### src/hdl/pao_pkg.sv
// Package: register map, field positions, codes and timing for the axis block
`default_nettype none
package pao_pkg;
	// Register offsets (word index on the plain port)
	localparam logic [3:0] OFS_TARGET   = 4'h0;
	localparam logic [3:0] OFS_OPMODE   = 4'h1;
	localparam logic [3:0] OFS_ENV1     = 4'h2;
	localparam logic [3:0] OFS_COMMAND  = 4'h3;
	localparam logic [3:0] OFS_MAINSTS  = 4'h4;
	localparam logic [3:0] OFS_EXTSTS   = 4'h5;
	localparam logic [3:0] OFS_PERIOD   = 4'h6;
	localparam logic [3:0] OFS_CTRL     = 4'h7;
	// Operation mode fields
	localparam int OPM_METM = 12;
	localparam int OPM_MPCS = 14;
	// Environment setting 1 fields
	localparam int ENV_PMD_LO = 0;
	localparam int ENV_PDTC   = 13;
	localparam int ENV_PCSL   = 24;
	localparam int ENV_DTMF   = 28;
	// Status fields
	localparam int EXT_TRIG_STATE = 8;
	localparam int MST_BUSY       = 0;
	localparam int MST_IGNORED    = 1;
	localparam int MST_DONE   = 2;
	// Control register fields
	localparam int CTL_START  = 0;
	localparam int CTL_STOP   = 1;
	localparam int CTL_INTERP = 2;
	// Command codes
	localparam logic [7:0] CMD_TRIG_SUBST = 8'h28;
	// Reset values
	localparam logic [31:0] RST_WORD = 32'h0000_0000;
	// Timing
	localparam int  CLK_HZ         = 40_000_000;
	localparam real DIR_DELAY_MS   = 0.2;
	localparam int  DIR_DELAY_CYC  = int'(DIR_DELAY_MS * CLK_HZ / 1000.0);
	localparam int  SLOW_PERIOD    = 8192;
	localparam int  FIXED_WIDTH    = 4096;
	localparam int  PULSE_GAP_CYC  = 15;
	// Pulse request from the sequencer to the output stage
	typedef struct packed {
		logic valid;
		logic negDir;
	} pao_step_t;
	typedef enum logic [2:0] {
		ST_IDLE  = 3'b000,
		ST_WAIT  = 3'b001,
		ST_DIRDL = 3'b010,
		ST_RUN   = 3'b011,
		ST_GAP   = 3'b100
	} pao_state_t;
endpackage
`default_nettype wire

### src/hdl/pao_axis.sv
// Axis pulse output with position override, trigger start and pin modes
// Operation
// - Reset clears registers to zero and drives pins high.
// - Rewriting target during a move changes destination from start point.
// - Farther target while accelerating or cruising keeps profile, ends there.
// - Farther target while decelerating re-accelerates toward high speed.
// - Passed or closer-in-decel target: stop, reverse, finish at target.
// - Rewrites accepted repeatedly until done; only while feeding.
// - Farther target after closer-target deceleration: no re-accelerate.
// - Ignored rewrite sets ignored flag; read of main status clears it.
// - Automatic ramp-down with long decel may overrun; user advice.
// - Target rewrites are rejected during interpolation.
// - Trigger mode counts programmed pulses from trigger input on.
// - Environment bit 24 sets trigger input polarity.
// - Extension status bit 8 shows trigger input state.
// - Command 28h acts as trigger input turning on.
// - Trigger overrides are rejected during interpolation.
// - Three-bit field picks pulse/direction, dual pulse or quadrature.
// - Dual pulse puts positive pulses on pulse pin, negative on dir.
// - Environment bit 28 low adds a 0.2 ms delay after direction change.
// - Slow rates give 4096-cycle pulses, faster ones near half duty.
// - Duty bit 13 forces near half duty at all rates.
// - Completion bit 0 ends operation at end of last cycle.
// - Completion bit 1 ends at pulse off, next start 15 cycles later.
//
// The address map and the strobed register port are this design's own decisions.
`default_nettype none
module pao_axis #(
	parameter int PW = 24,
	parameter int DIR_DELAY = pao_pkg::DIR_DELAY_CYC
) (
	// Clock and reset
	input  wire logic        clk,
	input  wire logic        rst,
	// Register port
	input  wire logic [3:0]  regAddr,
	input  wire logic [31:0] regWdata,
	input  wire logic        regWr,
	input  wire logic        regRd,
	output logic      [31:0] regRdata,
	// Trigger input and pins
	input  wire logic        positionTriggerInput,
	output logic             pulseOut,
	output logic             dirOut,
	output logic             errorClearOutput,
	output logic             axisBusy_n,
	output logic             writeRequest_n,
	output logic             interfaceBusy_n
);
	import pao_pkg::*;

	pao_state_t    state_r, state_nxt;
	logic [15:0]   opMode_r;
	logic [31:0]   env1_r;
	logic [PW-1:0] period_r;
	logic signed [31:0] target_r;    // target_amount_reg, relative to start
	logic signed [31:0] pos_r;       // pulses fed since start, signed
	logic          negDir_r;
	logic          ignoredFlag_r;
	logic          done_r;
	logic          armed_r;          // trigger mode waiting for the input
	logic          interp_r;
	logic [31:0]   regRdata_r;
	logic [15:0]   tmr_r;
	logic          trigPrev_r;
	logic          pgBusy, pgPulse;

	// Decode of register strobes
	wire wrTarget = regWr && regAddr == OFS_TARGET;
	wire wrOpMode = regWr && regAddr == OFS_OPMODE;
	wire wrEnv1   = regWr && regAddr == OFS_ENV1;
	wire wrCmd    = regWr && regAddr == OFS_COMMAND;
	wire wrPeriod = regWr && regAddr == OFS_PERIOD;
	wire wrCtrl   = regWr && regAddr == OFS_CTRL;
	wire rdMain   = regRd && regAddr == OFS_MAINSTS;

	// Trigger input after polarity, plus command substitute
	wire trigLevel = env1_r[ENV_PCSL] ? positionTriggerInput
	                                  : ~positionTriggerInput;
	wire trigEdge  = (trigLevel && !trigPrev_r)
	              || (wrCmd && regWdata[7:0] == CMD_TRIG_SUBST);
	wire feeding   = (state_r == ST_RUN) || (state_r == ST_DIRDL);
	// Start only from idle, so a start during the gap cannot clear position
	wire startReq  = wrCtrl && regWdata[CTL_START] && state_r == ST_IDLE;
	wire stopReq   = wrCtrl && regWdata[CTL_STOP];

	// Remaining distance and wanted direction
	wire signed [31:0] remain = target_r - pos_r;
	wire wantNeg  = remain < 0;
	wire atTarget = remain == 0;
	wire dirChange = wantNeg != negDir_r;
	wire metm     = opMode_r[OPM_METM];
	// Completion point: pulse off, or end of the whole cycle
	wire pulseEnd = metm ? !pgPulse : !pgBusy;

	// Override acceptance: only while feeding, never in interpolation
	wire ovrOk   = feeding && !interp_r;
	wire ovrMiss = wrTarget && !ovrOk;
	// Idle writes program the next move; refused overrides leave it alone
	wire takeTarget = wrTarget && (state_r == ST_IDLE || ovrOk);

	// Sequencer next state
	always_comb begin
		state_nxt = state_r;
		unique case (state_r)
			ST_IDLE: begin
				if (startReq)
					state_nxt = (opMode_r[OPM_MPCS] && !regWdata[CTL_INTERP])
					          ? ST_WAIT
					          : ST_DIRDL;
			end
			ST_WAIT: begin
				if (stopReq)
					state_nxt = ST_IDLE;
				else if (trigEdge)
					state_nxt = ST_DIRDL;
			end
			ST_DIRDL: begin
				if (stopReq)
					state_nxt = ST_IDLE;
				else if (tmr_r == 16'h0000)
					state_nxt = ST_RUN;
			end
			ST_RUN: begin
				if (stopReq && !pgBusy)
					state_nxt = ST_IDLE;
				else if (pulseEnd && atTarget)
					state_nxt = metm ? ST_GAP : ST_IDLE;
				else if (!pgBusy && dirChange)
					state_nxt = ST_DIRDL;
			end
			ST_GAP: begin
				if (tmr_r == 16'h0000)
					state_nxt = ST_IDLE;
			end
			default: state_nxt = ST_IDLE;
		endcase
	end

	// Direction delay and gap timer
	wire [15:0] dirLoad = env1_r[ENV_DTMF] ? 16'h0000
	                    : 16'(DIR_DELAY);
	wire enterDir = state_nxt == ST_DIRDL && state_r != ST_DIRDL;
	wire enterGap = state_nxt == ST_GAP && state_r != ST_GAP;
	always_ff @(posedge clk or posedge rst) begin
		if (rst) begin
			tmr_r <= 16'h0000;
		end else if (enterDir) begin
			tmr_r <= dirChange || state_r == ST_IDLE || state_r == ST_WAIT
			       ? dirLoad : 16'h0000;
		end else if (enterGap) begin
			tmr_r <= 16'(PULSE_GAP_CYC - 1);
		end else if (tmr_r != 16'h0000) begin
			tmr_r <= tmr_r - 16'h0001;
		end
	end

	// Pulse issue: fire while running and short of target
	wire fire = state_r == ST_RUN && !atTarget && !dirChange && !stopReq;
	pao_pulse_gen #(.PW(PW)) u_pulse (
		.clk      (clk),
		.rst      (rst),
		.fire     (fire),
		.period   (period_r),
		.halfDuty (env1_r[ENV_PDTC]),
		.busy     (pgBusy),
		.pulseOn  (pgPulse)
	);
	wire issued = fire && !pgBusy;

	// Sequencer, position and direction
	always_ff @(posedge clk or posedge rst) begin
		if (rst) begin
			state_r      <= ST_IDLE;
			pos_r        <= '0;
			negDir_r     <= 1'b0;
			trigPrev_r   <= 1'b0;
		end else begin
			state_r      <= state_nxt;
			trigPrev_r   <= trigLevel;
			if (startReq)
				pos_r <= '0;
			else if (issued)
				pos_r <= negDir_r ? pos_r - 1 : pos_r + 1;
			if (enterDir)
				negDir_r <= (startReq ? regWdata[31] : wantNeg);
		end
	end

	// Target, override and flags; set beats clear for the ignored flag
	always_ff @(posedge clk or posedge rst) begin
		if (rst) begin
			target_r <= '0;
			ignoredFlag_r <= 1'b0;
			done_r   <= 1'b0;
			armed_r  <= 1'b0;
		end else begin
			// New destination measured from start; speed profile upstream,
			// which also owns the overrun hazard of long decelerations
			if (takeTarget)
				target_r <= regWdata;
			if (ovrMiss)
				ignoredFlag_r <= 1'b1;
			else if (rdMain)
				ignoredFlag_r <= 1'b0;
			if (state_r != ST_IDLE && state_nxt == ST_IDLE)
				done_r <= 1'b1;
			else if (startReq)
				done_r <= 1'b0;
			armed_r <= state_nxt == ST_WAIT;
		end
	end

	// Configuration registers
	always_ff @(posedge clk or posedge rst) begin
		if (rst) begin
			opMode_r <= RST_WORD[15:0];
			env1_r   <= RST_WORD;
			period_r <= RST_WORD[PW-1:0];
			interp_r <= 1'b0;
		end else begin
			if (wrOpMode) opMode_r <= regWdata[15:0];
			if (wrEnv1)   env1_r   <= regWdata;
			if (wrPeriod) period_r <= regWdata[PW-1:0];
			if (wrCtrl)   interp_r <= regWdata[CTL_INTERP];
		end
	end

	// Read mux, data one cycle after the strobe
	wire [31:0] mainSts = {29'h0, done_r, ignoredFlag_r, state_r != ST_IDLE};
	wire [31:0] extSts  = {23'h0, trigLevel, 7'h0, armed_r};
	wire [31:0] rdMux   = regAddr == OFS_TARGET  ? target_r :
	                      regAddr == OFS_MAINSTS ? mainSts :
	                      regAddr == OFS_EXTSTS  ? extSts :
	                      regAddr == OFS_PERIOD  ? 32'(period_r) : 32'h0;
	always_ff @(posedge clk or posedge rst) begin
		if (rst)
			regRdata_r <= 32'h0000_0000;
		else
			regRdata_r <= regRd ? rdMux : 32'h0000_0000;
	end
	assign regRdata = regRdata_r;

	// Pin mapping
	pao_out_mode u_pins (
		.pulseOn  (pgPulse),
		.negDir   (negDir_r),
		.mode     (env1_r[ENV_PMD_LO +: 3]),
		.pulseOut (pulseOut),
		.dirOut   (dirOut)
	);
	assign errorClearOutput = 1'b1;
	assign axisBusy_n       = !(state_r != ST_IDLE);
	assign writeRequest_n   = 1'b1;
	assign interfaceBusy_n  = 1'b1;

	// Checks
	a_ignored_clear: assert property (@(posedge clk) disable iff (rst)
		rdMain && !ovrMiss |-> ##1 !ignoredFlag_r)
		else $error("ignored flag not cleared after main status read");
	a_ignored_set: assert property (@(posedge clk) disable iff (rst)
		ovrMiss |=> ignoredFlag_r)
		else $error("ignored flag not set on refused override");
	a_trig_wait: assert property (@(posedge clk) disable iff (rst)
		state_r == ST_WAIT && !trigEdge && !stopReq |=> state_r == ST_WAIT)
		else $error("trigger wait left without trigger");
	a_trig_go: assert property (@(posedge clk) disable iff (rst)
		state_r == ST_WAIT && trigEdge && !stopReq |=> state_r == ST_DIRDL)
		else $error("trigger did not start feed");
	a_gap_len: assert property (@(posedge clk) disable iff (rst)
		$rose(state_r == ST_GAP) |-> (state_r == ST_GAP)[*8] ##7 1)
		else $error("completion gap too short");
	a_dir_hold: assert property (@(posedge clk) disable iff (rst)
		pgBusy |-> $stable(negDir_r))
		else $error("direction changed during a pulse");
	a_trig_view: assert property (@(posedge clk) disable iff (rst)
		extSts[EXT_TRIG_STATE] == (env1_r[ENV_PCSL] ~^ positionTriggerInput))
		else $error("trigger state bit wrong");
	a_busy_pin: assert property (@(posedge clk) disable iff (rst)
		state_r == ST_RUN |-> !axisBusy_n)
		else $error("busy pin high while feeding");

	// Pins without logic of their own stay at their inactive level
	a_tie_high: assert property (@(posedge clk) disable iff (rst)
		errorClearOutput && writeRequest_n && interfaceBusy_n)
		else $error("tied pin not high");

	// Busy pin released whenever the sequencer rests
	a_busy_idle: assert property (@(posedge clk) disable iff (rst)
		state_r == ST_IDLE |-> axisBusy_n)
		else $error("busy pin low while idle");

	// Pulses only leave the timer while running
	a_no_fire: assert property (@(posedge clk) disable iff (rst)
		state_r != ST_RUN |-> !issued)
		else $error("pulse issued outside the run state");

	// A refused override must not move the destination
	a_target_hold: assert property (@(posedge clk) disable iff (rst)
		wrTarget && !takeTarget |=> $stable(target_r))
		else $error("refused override changed the target");

	// An accepted write lands as written
	a_target_take: assert property (@(posedge clk) disable iff (rst)
		takeTarget |=> target_r == $past(regWdata))
		else $error("accepted target write lost");

	// Interpolating starts never wait for the trigger
	a_interp_start: assert property (@(posedge clk) disable iff (rst)
		startReq && regWdata[CTL_INTERP] |=> state_r != ST_WAIT)
		else $error("trigger wait entered during interpolation");

	// With the delay switched off the direction state lasts one cycle
	a_dtmf_skip: assert property (@(posedge clk) disable iff (rst)
		state_r == ST_DIRDL && env1_r[ENV_DTMF] |=> state_r != ST_DIRDL)
		else $error("direction delay taken while switched off");

	// No pulse may overlap the direction settling time
	a_dirdl_quiet: assert property (@(posedge clk) disable iff (rst)
		state_r == ST_DIRDL |-> !pgPulse)
		else $error("pulse active during direction delay");

	// Every end of motion leaves the done flag set
	a_done_set: assert property (@(posedge clk) disable iff (rst)
		state_r != ST_IDLE && state_nxt == ST_IDLE |=> done_r)
		else $error("done flag not set at completion");

	// The gap opens only in pulse-off completion, with the pulse already off
	a_gap_entry: assert property (@(posedge clk) disable iff (rst)
		state_r == ST_RUN && state_nxt == ST_GAP |-> metm && !pgPulse)
		else $error("gap entered with pulse active");

	// Armed status mirrors the trigger wait
	a_armed_view: assert property (@(posedge clk) disable iff (rst)
		armed_r == (state_r == ST_WAIT))
		else $error("armed status out of step");

	// A reversal takes the sense that the remaining distance asks for
	a_reverse_dir: assert property (@(posedge clk) disable iff (rst)
		state_r == ST_RUN && state_nxt == ST_DIRDL
		|=> negDir_r == $past(wantNeg))
		else $error("reversal took the wrong direction");

	// Each issued pulse moves the position count
	a_pos_step: assert property (@(posedge clk) disable iff (rst)
		issued |=> pos_r != $past(pos_r))
		else $error("issued pulse not counted");
endmodule // pao_axis
`default_nettype wire

### src/hdl/pao_out_mode.sv
// Output pin mapping for the eight pulse output modes
`default_nettype none
module pao_out_mode (
	// Inputs
	input  wire logic       pulseOn,
	input  wire logic       negDir,
	input  wire logic [2:0] mode,
	// Pins, pulseOut idle high in modes 0, 2 and 4-6, dirOut in modes 4, 5 and 7
	output logic            pulseOut,
	output logic            dirOut
);
	wire act   = pulseOn;
	wire quadA = act ^ negDir;
	// Pulse plus direction modes 0-3, dual pulse 4-5, quadrature 6-7
	assign pulseOut = (mode[2:1] == 2'b10) ? ~(act & ~negDir) :
	                  (mode[2:1] == 2'b11) ? ~(mode[0] ? quadA : act) :
	                  (mode[0] ? act : ~act);
	assign dirOut   = (mode[2:1] == 2'b10) ? ~(act & negDir) :
	                  (mode[2:1] == 2'b11) ? ~(mode[0] ? act : quadA) :
	                  (mode[1] ? negDir : ~negDir);
endmodule // pao_out_mode
`default_nettype wire

### src/hdl/pao_pulse_gen.sv
// Pulse timer: one pulse per period, width fixed or half period
`default_nettype none
module pao_pulse_gen #(
	parameter int PW = 24
) (
	// Clock and reset
	input  wire logic          clk,
	input  wire logic          rst,
	// Control
	input  wire logic          fire,
	input  wire logic [PW-1:0] period,
	input  wire logic          halfDuty,
	// Status
	output logic               busy,
	output logic               pulseOn
);
	import pao_pkg::*;
	logic [PW-1:0] cnt_r;
	logic [PW-1:0] width;
	wire           slowRate = period >= PW'(SLOW_PERIOD);
	// Slow rates keep a fixed width so the driver sees a clean edge
	assign width   = (slowRate && !halfDuty) ? PW'(FIXED_WIDTH)
	                                          : (period >> 1);
	assign busy    = cnt_r != '0;
	assign pulseOn = busy && (cnt_r > (period - width));
	// Period counter
	always_ff @(posedge clk or posedge rst) begin
		if (rst) begin
			cnt_r <= '0;
		end else if (fire && !busy) begin
			cnt_r <= (period < PW'(2)) ? PW'(2) : period;
		end else if (busy) begin
			cnt_r <= cnt_r - PW'(1);
		end
	end
endmodule // pao_pulse_gen
`default_nettype wire

### config.mk
export PLATFORM = sky130hd
export DESIGN_NAME = pao_axis
export DESIGN_NICKNAME = d
export VERILOG_FILES = /design/src/hdl/pao_pkg.sv /design/src/hdl/pao_axis.sv /design/src/hdl/pao_out_mode.sv /design/src/hdl/pao_pulse_gen.sv
export SDC_FILE = /design/constraint.sdc
export NUM_CORES = 1
export LEC_CHECK = 0
export BUFFER_PORTS_ARGS = -buffer_cell sky130_fd_sc_hd__buf_2
export CAP_MARGIN = 20
export CORE_MARGIN = 1
export CORE_UTILIZATION = 45
export CTS_CLUSTER_SIZE = 25
export DETAILED_ROUTE_END_ITERATION = 10
export PLACE_DENSITY_LB_ADDON = 0.3
export RECOVER_POWER = 50
export SYNTH_ARGS = -nofsm -noshare
export SYNTH_HDL_FRONTEND = slang
export SYNTH_SLANG_ARGS = --single-unit
### constraint.sdc
create_clock -name clk -period 13.4 [get_ports clk]
set_input_delay 3.35 -clock clk [delete_from_list [all_inputs] [get_ports clk]]
set_output_delay 3.35 -clock clk [all_outputs]
set_load 0.02 [all_outputs]
== Word-level counts from Yosys, hierarchy flattened ==
Cells that the tools add are included.

* Add/subtract/negate cells: 6
* Order comparisons: 4
* Equal/unequal tests: 20
* Mux-type cells: 44
* Bitwise gates (word level): 10
* Reductions and logical operators: 57

{| class="wikitable"
|+ Operators with widths
! cell !! number
|-
| 2-to-1 mux 32 bit || 5
|-
| 2-to-1 mux 24 bit || 6
|-
| 2-to-1 mux 16 bit || 3
|-
| adder 32 x 2 -> 32 bit, second input constant || 1
|-
| zero test 32 bit || 1
|-
| less-than comparator 32 x 1 -> 1 bit, second input constant || 1
|-
| subtractor 32 x 2 -> 32 bit, second input constant || 1
|-
| subtractor 32 bit || 1
|-
| 2-to-1 mux 3 bit || 10
|-
| logical AND 1 bit || 28
|-
| 2-to-1 mux 13 bit || 2
|-
| >= comparator 24 x 14 -> 1 bit, second input constant || 1
|-
| greater-than comparator 24 bit || 1
|-
| less-than comparator 24 x 2 -> 1 bit, second input constant || 1
|-
| nonzero test 24 bit || 1
|-
| subtractor 24 x 1 -> 24 bit, second input constant || 1
|-
| subtractor 24 bit || 1
|-
| 2-to-1 mux 23 bit || 1
|-
| == test 4 x 3 -> 1 bit, second input constant || 4
|-
| zero test 16 bit || 1
|-
| nonzero test 16 bit || 1
|-
| subtractor 16 x 1 -> 16 bit, second input constant || 1
|-
| 2-to-1 mux 1 bit || 15
|-
| case mux 3 bit (5 select lines) || 1
|-
| 20 further kinds || 52
|}

* Register bits: 213
* Input port bits: 41
* Output and inout port bits: 38
* Word-level logic and storage cells: 156

== Longest topological paths before layout ==
Gate-level depths: netlist of the first run.

* Depth in word-level cells: 16
* Gate-level depth with buffers: 30

== Hierarchy ==
A second synthesis of the first run with hierarchy kept.

* Cell total of the unflattened synthesis: 1552
* Area total of the unflattened synthesis: 13749.4 um^2

{| class="wikitable"
|+ Modules (own cells, without submodules)
! module !! times used !! cells each !! area an instance (um^2) !! sequential area each (um^2)
|-
| pao_axis || 1 || 1131 || 10445.0 || 3828.7
|-
| pao_pulse_gen || 1 || 403 || 3188.1 || 600.6
|-
| pao_out_mode || 1 || 18 || 116.4 || 0.0
|}

== Worst setup path before layout of the first run ==
OpenSTA, ideal clock, no wires.

* Path kind: reg-to-output
* From: reg period_r[16]
* To: out dirOut
* Arrival time: 5.671 ns
* Required time: 10.050 ns
* Path slack: 4.379 ns
* Stages on the path, launching flop included: 28
* Cell sequence: dfrtp_1 nor4_1 nand3_1 nand2b_1 clkbuf_1 nand2_1 ha_1 a21oi_1 nor2b_1 o21a_1 a41o_1 o41ai_1 o2111ai_1 nand2_1 o21ai_0 o41a_1 nand4_1 o211ai_1 ha_1 nand4_1 nor2_1 or4b_2 a21oi_1 ha_1 nor2_1 a21oi_1 a21oi_1 a21oi_1

* Word-level cells in the longest chain between the ends: 11
* Elaborated cells on any way between the ends: 13
* Classes of those cells: add/sub (1); order compare (2); mux (4); bitwise (4); reduce/logical (2)

{| class="wikitable"
|+ RTL lines
! element !! line !! text
|-
| start: declaration || pao_axis.sv:55 || <nowiki>logic [PW-1:0] period_r;</nowiki>
|-
| start signal: assignment || pao_axis.sv:219 || <nowiki>period_r <= RST_WORD[PW-1:0];</nowiki>
|-
| start signal: assignment || pao_axis.sv:224 || <nowiki>if (wrPeriod) period_r <= regWdata[PW-1:0];</nowiki>
|-
| >= comparator 24 x 14 -> 1 bit || pao_pulse_gen.sv:20 || <nowiki>wire slowRate = period >= PW'(SLOW_PERIOD);</nowiki>
|-
| logical AND 1 bit || pao_pulse_gen.sv:22 || <nowiki>assign width = (slowRate && !halfDuty) ? PW'(FIXED_WIDTH)</nowiki>
|-
| 2-to-1 mux 23 bit || pao_pulse_gen.sv:22 ||
|-
| subtractor 24 bit * || pao_pulse_gen.sv:25 || <nowiki>assign pulseOn = busy && (cnt_r > (period - width));</nowiki>
|-
| greater-than comparator 24 bit * || pao_pulse_gen.sv:25 ||
|-
| logical AND 1 bit * || pao_pulse_gen.sv:25 ||
|-
| bitwise XOR 1 bit || pao_out_mode.sv:13 || <nowiki>wire quadA = act ^ negDir;</nowiki>
|-
| 2-to-1 mux 1 bit || pao_out_mode.sv:19 || <nowiki>(mode[2:1] == 2'b11) ? ~(mode[0] ? act : quadA) :</nowiki>
|-
| inverter 1 bit || pao_out_mode.sv:19 ||
|-
| 2-to-1 mux 1 bit || pao_out_mode.sv:19 ||
|-
| 2-to-1 mux 1 bit * || pao_out_mode.sv:18 || <nowiki>assign dirOut = (mode[2:1] == 2'b10) ? ~(act & negDir) :</nowiki>
|-
| end: declaration || pao_axis.sv:44 || <nowiki>output logic dirOut,</nowiki>
|}

Every way passes the cells marked *; elsewhere a longest branch is shown, timed or not.

== Final worst setup path of the first run ==
Ends and elaborated chain as after synthesis.

==> flow_summary.rst, run 1 <==
.. list-table::
   :header-rows: 1

   * - Metric
     - Value
   * - Setup repair after global routing missed its margin
     - no
   * - Total of hold buffers inserted after clock tree synthesis
     - 0
   * - Setup Total Neg Slack
     - 0 ns
   * - Hold_sp
     - interp_r
   * - Depth of the worst register-to-register path
     - 26
   * - Maximum buffer depth of the clock tree
     - 2
   * - Setup-failing EPs final
     - 0
   * - Beginning of the worst register-to-register path
     - period_r[16]
   * - Top delay family on crit path
     - compound AO/OA/AOI/OAI gates
   * - Hold depth
     - 1
   * - Nature of the critical path startpoint
     - register
   * - Nets
     - 1689
   * - H-Tree Depth
     - 4
   * - Share of async-settable or async-resettable flops after synthesis
     - 100%
   * - Violated checks
     - capacitance limit, slew limit
   * - Top cell type by total area after synthesis
     - dfrtp_1
   * - Number of buffers inserted to repair setup after CTS
     - 0
   * - Reg-to-Reg End
     - tmr_r[12]
   * - Largest net degree at the start of global routing
     - 107
   * - Seq cells post-synth
     - 177
   * - Die ar.
     - 30100 um2
   * - Worst Skew
     - 0.0120 ns
   * - Count of final hold-check violations
     - 0
   * - Most frequent cells after synthesis
     - 177 x dfrtp_1, 114 x ha_1, 108 x nor2_1, 97 x nand2_1, 92 x a21oi_1
   * - Start-to-end type of the worst setup path
     - reg -> out
   * - DRC violations left
     - 0
   * - Number of buffers created by CTS
     - 17
   * - Outcome
     - complete, but fails checks
   * - Switching fraction of total power
     - 44.4%
   * - Max-cap viol count
     - 3
   * - CP most frequent cell
     - a21oi_1
   * - Proportion of power drawn by combinational gates
     - 54.5%
   * - Initial antenna violation count
     - 1
   * - Power Dens Cells
     - 189 nW/um2
   * - Worst Hold Margin
     - 0.514 ns
   * - Wire length on met2
     - 17600 um
   * - Number of enable flip-flop cells after synthesis
     - 0
   * - Final global-route overflow total
     - 0
   * - Avg Inst Size Synth
     - 8.92 um2
   * - Synth Instances
     - 1484
   * - Fraction of synthesized cell area taken by the top area cell type
     - 33.5%
   * - Peak clock frequency supported by timing
     - 91.5 MHz
   * - Number of antenna-violating nets in the routed design
     - 0
   * - Slowest cell on crit path
     - or4b_2
   * - GP Congestion
     - 0.919
   * - Worst Max-Slew Pin Slew
     - 4.78 ns
   * - Number of instances resized during post-cts repair
     - 0
   * - Max FO, Critical Path
     - 13
   * - Post-synthesis cell area
     - 13200 um2
   * - Worst path required time
     - 10.05 ns
   * - Synth warnings
     - 0
   * - Die Y-Extent
     - 173 um
   * - Total non-filler cell area in the finished layout
     - 14500 um2
   * - Clock input transition at the sequential cells of the worst setup and hold paths
     - 0.07 ns
   * - DR top layer
     - met4
   * - Layout cell share with drive strength beyond 1
     - 10.4%
   * - TritonCTS Sinks
     - 177
   * - Number of distinct standard cells referenced by the synthesized netlist
     - 84
   * - Sequential Power Share
     - 27.1%
   * - Die width
     - 173 um
   * - Ranking of synthesized cells by area
     - dfrtp_1 33%, ha_1 11%, mux2_2 5.5%
   * - Max-Slew Margin vs Limit
     - -221%
   * - Via count of the first global-routing pass
     - 11192
   * - Minimum setup slack among reg-to-reg paths
     - 6.17 ns
   * - Number of buffers added on ports
     - 75
   * - Met3 Wirelength
     - 1740 um
   * - Routed length on met1
     - 16800 um
   * - End point of the most critical hold path
     - interp_r
   * - Starting utilization of the core area
     - 46.0%
   * - Cell Int Power
     - 0.00152 W
   * - CTS tree
     - yes
   * - Main flop type after synthesis
     - dfrtp_1
   * - Wire length per cell
     - 19.3 um
   * - DRT iter0 DRCs
     - 1122
   * - Switching Power
     - 0.00122 W
   * - Count of buffering cells on the critical path with inverters included
     - 2
   * - Clock tree root buffer cell
     - clkbuf_16
   * - Aggregate global-route resource usage
     - 25.1%
   * - Critical path endpoint category
     - primary output
   * - Detailed-route via count
     - 11706
   * - Final period utilization
     - 81.6%
   * - Most frequently used cell type in the post-synthesis netlist
     - dfrtp_1
   * - HPWL Detailed
     - 28100 um
   * - Global-route wire length before repair
     - 60200 um
   * - Num rows
     - 62
   * - Sequential area share after synthesis
     - 33.5%
   * - Data arrival time of the critical path
     - 7.58 ns
   * - CP peak stage delay
     - 0.63 ns
   * - Average via count per standard cell
     - 6.07
   * - HP Class
     - reg -> reg
   * - Share of the core filled with cells
     - 50.3%
   * - Worst skew pair latency
     - 0.45 ns
   * - Number of primary I/O pins
     - 79
   * - Post-detailed-routing wire length
     - 37300 um
   * - Fin. max-slew vios
     - 142
   * - Core outline area
     - 28800 um2
   * - Clock share of power
     - 18.5%
   * - Post-layout minimum cycle time
     - 10.93 ns
   * - Number of iterations in the first detailed-routing pass
     - 5
   * - Area post-placement
     - 13900 um2
   * - Highest ir drop seen on vdd
     - 0.000119 V
   * - Leakage component of the power
     - 6.30 nW
   * - Area growth from synthesis to layout
     - 9.41%
==> power by group through the flow <==
stage	combinational, W	clock, W	sequential [W]
finish	0.00149	0.000505	0.000741
global route	0.00165	0.000538	0.000751
CTS	0.00147	0.000514	0.000738
detailed placement	0.00146	0	0.000747
global placement	0.00144	0	0.000743
floorplan	0.00114	0	0.000715
==> metal layers <==
| metal | global-route usage (%) | vias to the layer above |
|---|---|---|
| li1 | - | 5580 |
| met1 | 33.7 | 5696 |
| met2 | 41.2 | 363 |
| met3 | 3.11 | 67 |
| met4 | 9.88 | 0 |
| met5 | 0 | - |
==> worst max-delay path by stage <==
| stage | from | endpoint | slack (ns) | depth (start not counted) |
|---|---|---|---|---|
| after CTS | period_r[16] | dirOut | 2.55 | 29 |
| after global placement | period_r[16] | dirOut | 3.08 | 29 |
| after floorplan | period_r[16] | dirOut | 4.38 | 27 |
| after global routing | period_r[16] | dirOut | 1.95 | 29 |
| after detailed placement | period_r[16] | dirOut | 3.07 | 29 |
| final | period_r[16] | dirOut | 2.47 | 29 |
==> cell usage in the layout (no fill, tap or decap), types with 38 or more instances in the layout <==
cell      netlist  final
inv_1          80     79
dfrtp_1       177    177
mux2_2         65     65
buf_2          12     41
ha_1          114    114
xor2_1         41     41
nor2_1        108    108
nand2_1        97     97
o21ai_0        80     80
nand3_1        70     70
clkbuf_1       38     38
xnor2_1        54     54
a21oi_1        92     92
==> through the flow <==
step | power (W) | cells | worst slack, ns
floorplan | 0.00185 | 1486 | 4.38
detailed placement | 0.00221 | 1894 | 3.07
CTS | 0.00272 | 1926 | 2.55
global route | 0.00294 | 1928 | 1.95
finish | 0.00274 | 1929 | 2.47
global placement | 0.00219 | 1894 | 3.08
==> worst reg2reg max path: stages, from the launching register on <==
cell and delay [ns]:
dfrtp_1 0.44, nor4_1 0.37, nand3_1 0.16, nand2b_1 0.38
and2_1 0.20, ha_1 0.16, inv_1 0.05, fa_1 0.43
a211o_1 0.29, a21oi_1 0.18, o21ai_0 0.15, a41oi_1 0.30
a211o_1 0.22, o21ai_0 0.15, nor4_1 0.21, nor3_1 0.13
a211oi_1 0.33, a21oi_1 0.13, xnor2_1 0.14, ha_1 0.29
nand4_1 0.08, nor2_1 0.15, or4b_2 0.63, a31oi_1 0.52
nor4_1 0.25, nor3_1 0.56, o22ai_1 0.16
==> registers in the layout, indices dropped and copies added, names as in the netlist <==
| register | cells |
|---|---|
| target_r | 32 |
| u_pulse.cnt_r | 24 |
| state_r | 3 |
| ignoredFlag_r | 1 |
| trigPrev_r | 1 |
| opMode_r | 2 |
| pos_r | 32 |
| interp_r | 1 |
| tmr_r | 16 |
| regRdata | 32 |
| armed_r | 1 |
| env1_r | 6 |
| period_r | 24 |
| done_r | 1 |
| negDir_r | 1 |
==> cell families after synthesis <==
family / count (synthesis) / synth area share (%)
other: 1 / 0.0283
muxes: 72 / 6.10
adders and majority gates: 117 / 11.2
buffers and inverters: 138 / 4.23
xor gates and xnor gates: 95 / 6.29
AOI/OAI and AO/OA: 409 / 20.6
DFF: 177 / 33.5
and+or+nand+nor: 475 / 18.1
==> final cells by class <==
| class | count | area, um2 |
|---|---|---|
| diodes | 1 | 2.50 |
| clock buffers | 20 | 447 |
| clock inverters | 12 | 135 |
| fillers | 2749 | 14300 |
| inverters | 80 | 302 |
| multi-input cells | 1171 | 8270 |
| flip-flops and latches | 177 | 4430 |
| well taps | 384 | 480 |
| repair buffers | 84 | 413 |
No activity file was read; power rests on OpenSTA's default activity.
==> inputs of run 2 (changes only) <==
--- a/config.mk
+++ b/config.mk
@@ -5,6 +5,7 @@
 export SDC_FILE = /design/constraint.sdc
 export NUM_CORES = 1
 export LEC_CHECK = 0
+export ABC_AREA = 1
 export BUFFER_PORTS_ARGS = -buffer_cell sky130_fd_sc_hd__buf_2
 export CAP_MARGIN = 20
 export CORE_MARGIN = 1
==> constraint.sdc (replaced) <==
create_clock -name clk -period 8.8 [get_ports clk]
set_input_delay 2.2 -clock clk [delete_from_list [all_inputs] [get_ports clk]]
set_output_delay 2.2 -clock clk [all_outputs]
set_load 0.02 [all_outputs]
==> run 2 against run 1 <==
  * The run still ends with capacitance limit, slew limit left
  * Synthesized cell count grew 38%
  * Critical path depth grew 4
  * Wire length grew 14%
  * Worst setup slack lost 1.9 ns
  * Highest routed layer unchanged
  * Clock skew grew 0.0068 ns
  * Clock power grew 61%
  * Final cell count grew 31%
==> flow_summary.rst, run 2 <==
.. list-table::
   :header-rows: 1

   * - Metric
     - Value
   * - Outcome
     - complete, but fails checks
   * - Violated checks
     - capacitance limit, slew limit
   * - CP most frequent cell
     - nand2_1
   * - Post-synthesis cell area
     - 14000 um2 (+5.8%)
   * - Total of hold buffers inserted after clock tree synthesis
     - 0 (unchanged)
   * - Setup Total Neg Slack
     - 0 ns (unchanged)
   * - Sequential area share after synthesis
     - 31.6% (-1.8 points)
   * - Share of the core filled with cells
     - 50.2% (-0.12 points)
   * - Peak clock frequency supported by timing
     - 122 MHz
   * - TritonCTS Sinks
     - 177 (unchanged)
   * - DRC violations left
     - 0 (unchanged)
   * - Avg Inst Size Synth
     - 6.86 um2 (-23%)
   * - Layout cell share with drive strength beyond 1
     - 5.98% (-4.4 points)
   * - Worst Hold Margin
     - 0.499 ns (-0.0142 ns)
   * - Setup-failing EPs final
     - 0 (unchanged)
   * - Slowest cell on crit path
     - dfrtp_1
   * - Max-Slew Margin vs Limit
     - -222% (-1.4 points)
   * - Number of enable flip-flop cells after synthesis
     - 0 (unchanged)
   * - Worst Skew
     - 0.0188 ns (+0.00677 ns)
   * - Post-detailed-routing wire length
     - 42700 um (+14%)
   * - Die width
     - 178 um (+2.8%)
   * - Commonest non-fill, non-tap cells in the layout
     - 597 x nand2_1, 290 x inv_1, 177 x dfrtp_1
   * - Area post-placement
     - 14800 um2 (+6.2%)
   * - Wire length per cell
     - 16.9 um (-12%)
   * - Worst path depth
     - 33 (+14%)
   * - Critical path endpoint category
     - primary output
   * - Number of buffers created by CTS
     - 17 (unchanged)
   * - Worst Max-Slew Pin Slew
     - 4.80 ns (+0.0202 ns)
   * - Max-cap viol count
     - 2 (-1)
   * - Num rows
     - 64 (+3.2%)
   * - Average via count per standard cell
     - 5.40 (-11%)
   * - CTS tree
     - yes
   * - Area growth from synthesis to layout
     - 9.64%
   * - Number of iterations in the first detailed-routing pass
     - 5 (unchanged)
   * - Fill cell count
     - 3139 (+14%)
   * - HPWL Detailed
     - 33800 um (+20%)
   * - CP peak stage delay
     - 0.45 ns (-0.18 ns)
   * - Final global-route overflow total
     - 0 (unchanged)
   * - Detailed-route via count
     - 13599 (+16%)
   * - Die ar.
     - 31800 um2 (+5.7%)
   * - Core outline area
     - 30600 um2 (+6.3%)
   * - Die Y-Extent
     - 178 um (+2.8%)
   * - Number of primary I/O pins
     - 79 (unchanged)
   * - Count of final hold-check violations
     - 0 (unchanged)
   * - Number of buffers inserted to repair setup after CTS
     - 0 (unchanged)
   * - Count of buffering cells on the critical path with inverters included
     - 3 (+1)
   * - Timing startpoint of the critical path
     - period_r[20]
   * - Final period utilization
     - 93.2%
   * - Synth Instances
     - 2041 (+38%)
   * - Ranking of synthesized cells by area
     - dfrtp_1 32%, nand2_1 16%, ha_1 10%
   * - H-Tree Depth
     - 4 (unchanged)
   * - GP Congestion
     - 0.950 (+3.4%)
   * - Number of distinct standard cells referenced by the synthesized netlist
     - 50 (-40%)
   * - Nets
     - 2267 (+34%)
   * - Timing endpoint of the critical path
     - pulseOut
   * - Seq cells post-synth
     - 177 (unchanged)
   * - Most common cell after layout, fill and taps aside
     - nand2_1
   * - Leakage component of the power
     - 8.05 nW (+28%)
   * - Via count of the first global-routing pass
     - 12608 (+13%)
   * - Synth warnings
     - 0 (unchanged)
   * - Total non-filler cell area in the finished layout
     - 15400 um2 (+6.0%)
   * - Worst path required time
     - 6.60 ns (-3.45 ns)
   * - Start-to-end type of the worst setup path
     - reg -> out
   * - Number of antenna-violating nets in the routed design
     - 0 (unchanged)
   * - Top cell type by total area after synthesis
     - dfrtp_1
   * - Sum of internal, switching and leakage power
     - 0.00505 W (+84%)
   * - Clock input transition at the sequential cells of the worst setup and hold paths
     - 0.08 ns (about the same)
   * - Highest ir drop seen on vdd
     - 0.000171 V (+44%)
   * - Nature of the critical path startpoint
     - register
   * - Initial antenna violation count
     - 1 (unchanged)
   * - Starting utilization of the core area
     - 45.8% (-0.20 points)
   * - Largest net degree at the start of global routing
     - 108 (+0.93%)
   * - Number of diodes added for antenna fixing
     - 0 (-1)
   * - Clock tree root buffer cell
     - clkbuf_16
   * - Global-route wire length before repair
     - 67000 um (+11%)
   * - Share of async-settable or async-resettable flops after synthesis
     - 100% (unchanged)
   * - Aggregate global-route resource usage
     - 27.7% (+2.6 points)
   * - Maximum buffer depth of the clock tree
     - 2 (unchanged)
   * - Top delay family on crit path
     - simple AND/OR/NAND/NOR gates
   * - Post-layout minimum cycle time
     - 8.20 ns
   * - Data arrival time of the critical path
     - 6.00 ns (-1.58 ns)
   * - Power Dens Cells
     - 329 nW/um2 (+74%)
   * - Most frequent cells after synthesis
     - 597 x nand2_1, 292 x inv_1, 177 x dfrtp_1, 177 x nor2_1, 142 x a21oi_1
   * - Reg-to-Reg End
     - tmr_r[14]
   * - Main flop type after synthesis
     - dfrtp_1
   * - Fraction of synthesized cell area taken by the top area cell type
     - 31.6% (-1.8 points)
   * - Number of instances resized during post-cts repair
     - 0 (unchanged)
   * - Depth of the worst register-to-register path
     - 32 (+23%)
   * - Most frequently used cell type in the post-synthesis netlist
     - nand2_1
   * - Beginning of the worst register-to-register path
     - period_r[20]
   * - Setup repair after global routing missed its margin
     - no
   * - Minimum setup slack among reg-to-reg paths
     - 2.81 ns (-3.36 ns)
   * - Number of buffers added on ports
     - 75 (unchanged)
   * - Worst skew pair latency
     - 0.47 ns (+0.02 ns)
   * - DRT iter0 DRCs
     - 1147 (+2.2%)
   * - HP Class
     - reg -> reg
   * - Fin. max-slew vios
     - 180 (+27%)
   * - Max FO, Critical Path
     - 11 (-2)
## run 2: changes by cell type after synthesis, moves of 20 or more
cell      previous run  this run
nand4_1             15        37
nand2_1             97       597
a21o_1              28         5
o21ai_0             80       121
nor2b_1             20         0
mux2_2              65         1
nand2b_1            25         0
a21oi_1             92       142
inv_1               80       292
nor2_1             108       177
a22oi_1             22         0
and3_1              26         4
nand3_1             70        93
clkbuf_1            38        18
## run 2: layer usage
metal	vias to the layer above	GRT usage [%]	part of all wire, %
met5	-	0	0
met4	0	7.34	2.3
met2	430	42.8	44
met3	54	5.03	6.5
li1	6770	-	-
met1	6345	39.4	47
## run 2: kinds of logic (layout without fill, tap and decap cells)
family	after synthesis	after routing	share of synthesized area, %
AO/OA/AOI/OAI	335	335	13.1
XOR/XNOR	81	81	5.07
adder cells (fa/ha/maj)	117	117	10.6
buffers and inverters	336	415	9.27
flip-flops	177	177	31.6
multiplexers	1	1	0.0804
other	1	3	0.0268
AND/OR/NAND/NOR	993	993	30.2
## run 2: cell type report
cell class                      instances  area [um2]  share of cell area [%]
Tap cell                              396         495                    3.23
Multi-Input combinational cell       1530        8300                    54.0
Clock buffer                           18         429                    2.80
Timing Repair Buffer                   81         397                    2.58
Clock inverter                         14         169                    1.10
Sequential cell                       177        4430                    28.9
Inverter                              302        1130                    7.39
## run 2: power breakdown
group          internal (W)  switching (W)
registers           0.00100       0.000213
logic               0.00108        0.00194
clock network      0.000429       0.000383
## run 2: stage by stage
stage               setup slack [ns]  std cells
global route                  0.0346       2518
finish                         0.599       2518
CTS                            0.345       2518
floorplan                       1.66       2043
global placement                1.01       2485
detailed placement             0.859       2486
## run 2: worst reg2reg max path: cells and delay by family (launching register included)
| kind | cells | cell delay (ns) |
|---|---|---|
| AOI/OAI and AO/OA | 8 | 1.48 |
| xor gates and xnor gates | 1 | 0.13 |
| adders and majority gates | 2 | 0.49 |
| buffers and inverters | 2 | 0.40 |
| DFF | 1 | 0.45 |
| and+or+nand+nor | 19 | 2.90 |
## run 2: how the worst min path moves through the flow
stage / from / cells after the start / end
2_1_floorplan: env1_r[28] / 2 / env1_r[28]
3_3_place_gp: target_r[0] / 2 / target_r[0]
3_5_place_dp: env1_r[13] / 2 / env1_r[13]
4_1_cts: env1_r[13] / 2 / env1_r[13]
5_1_grt: env1_r[13] / 2 / env1_r[13]
6_report: env1_r[13] / 2 / env1_r[13]
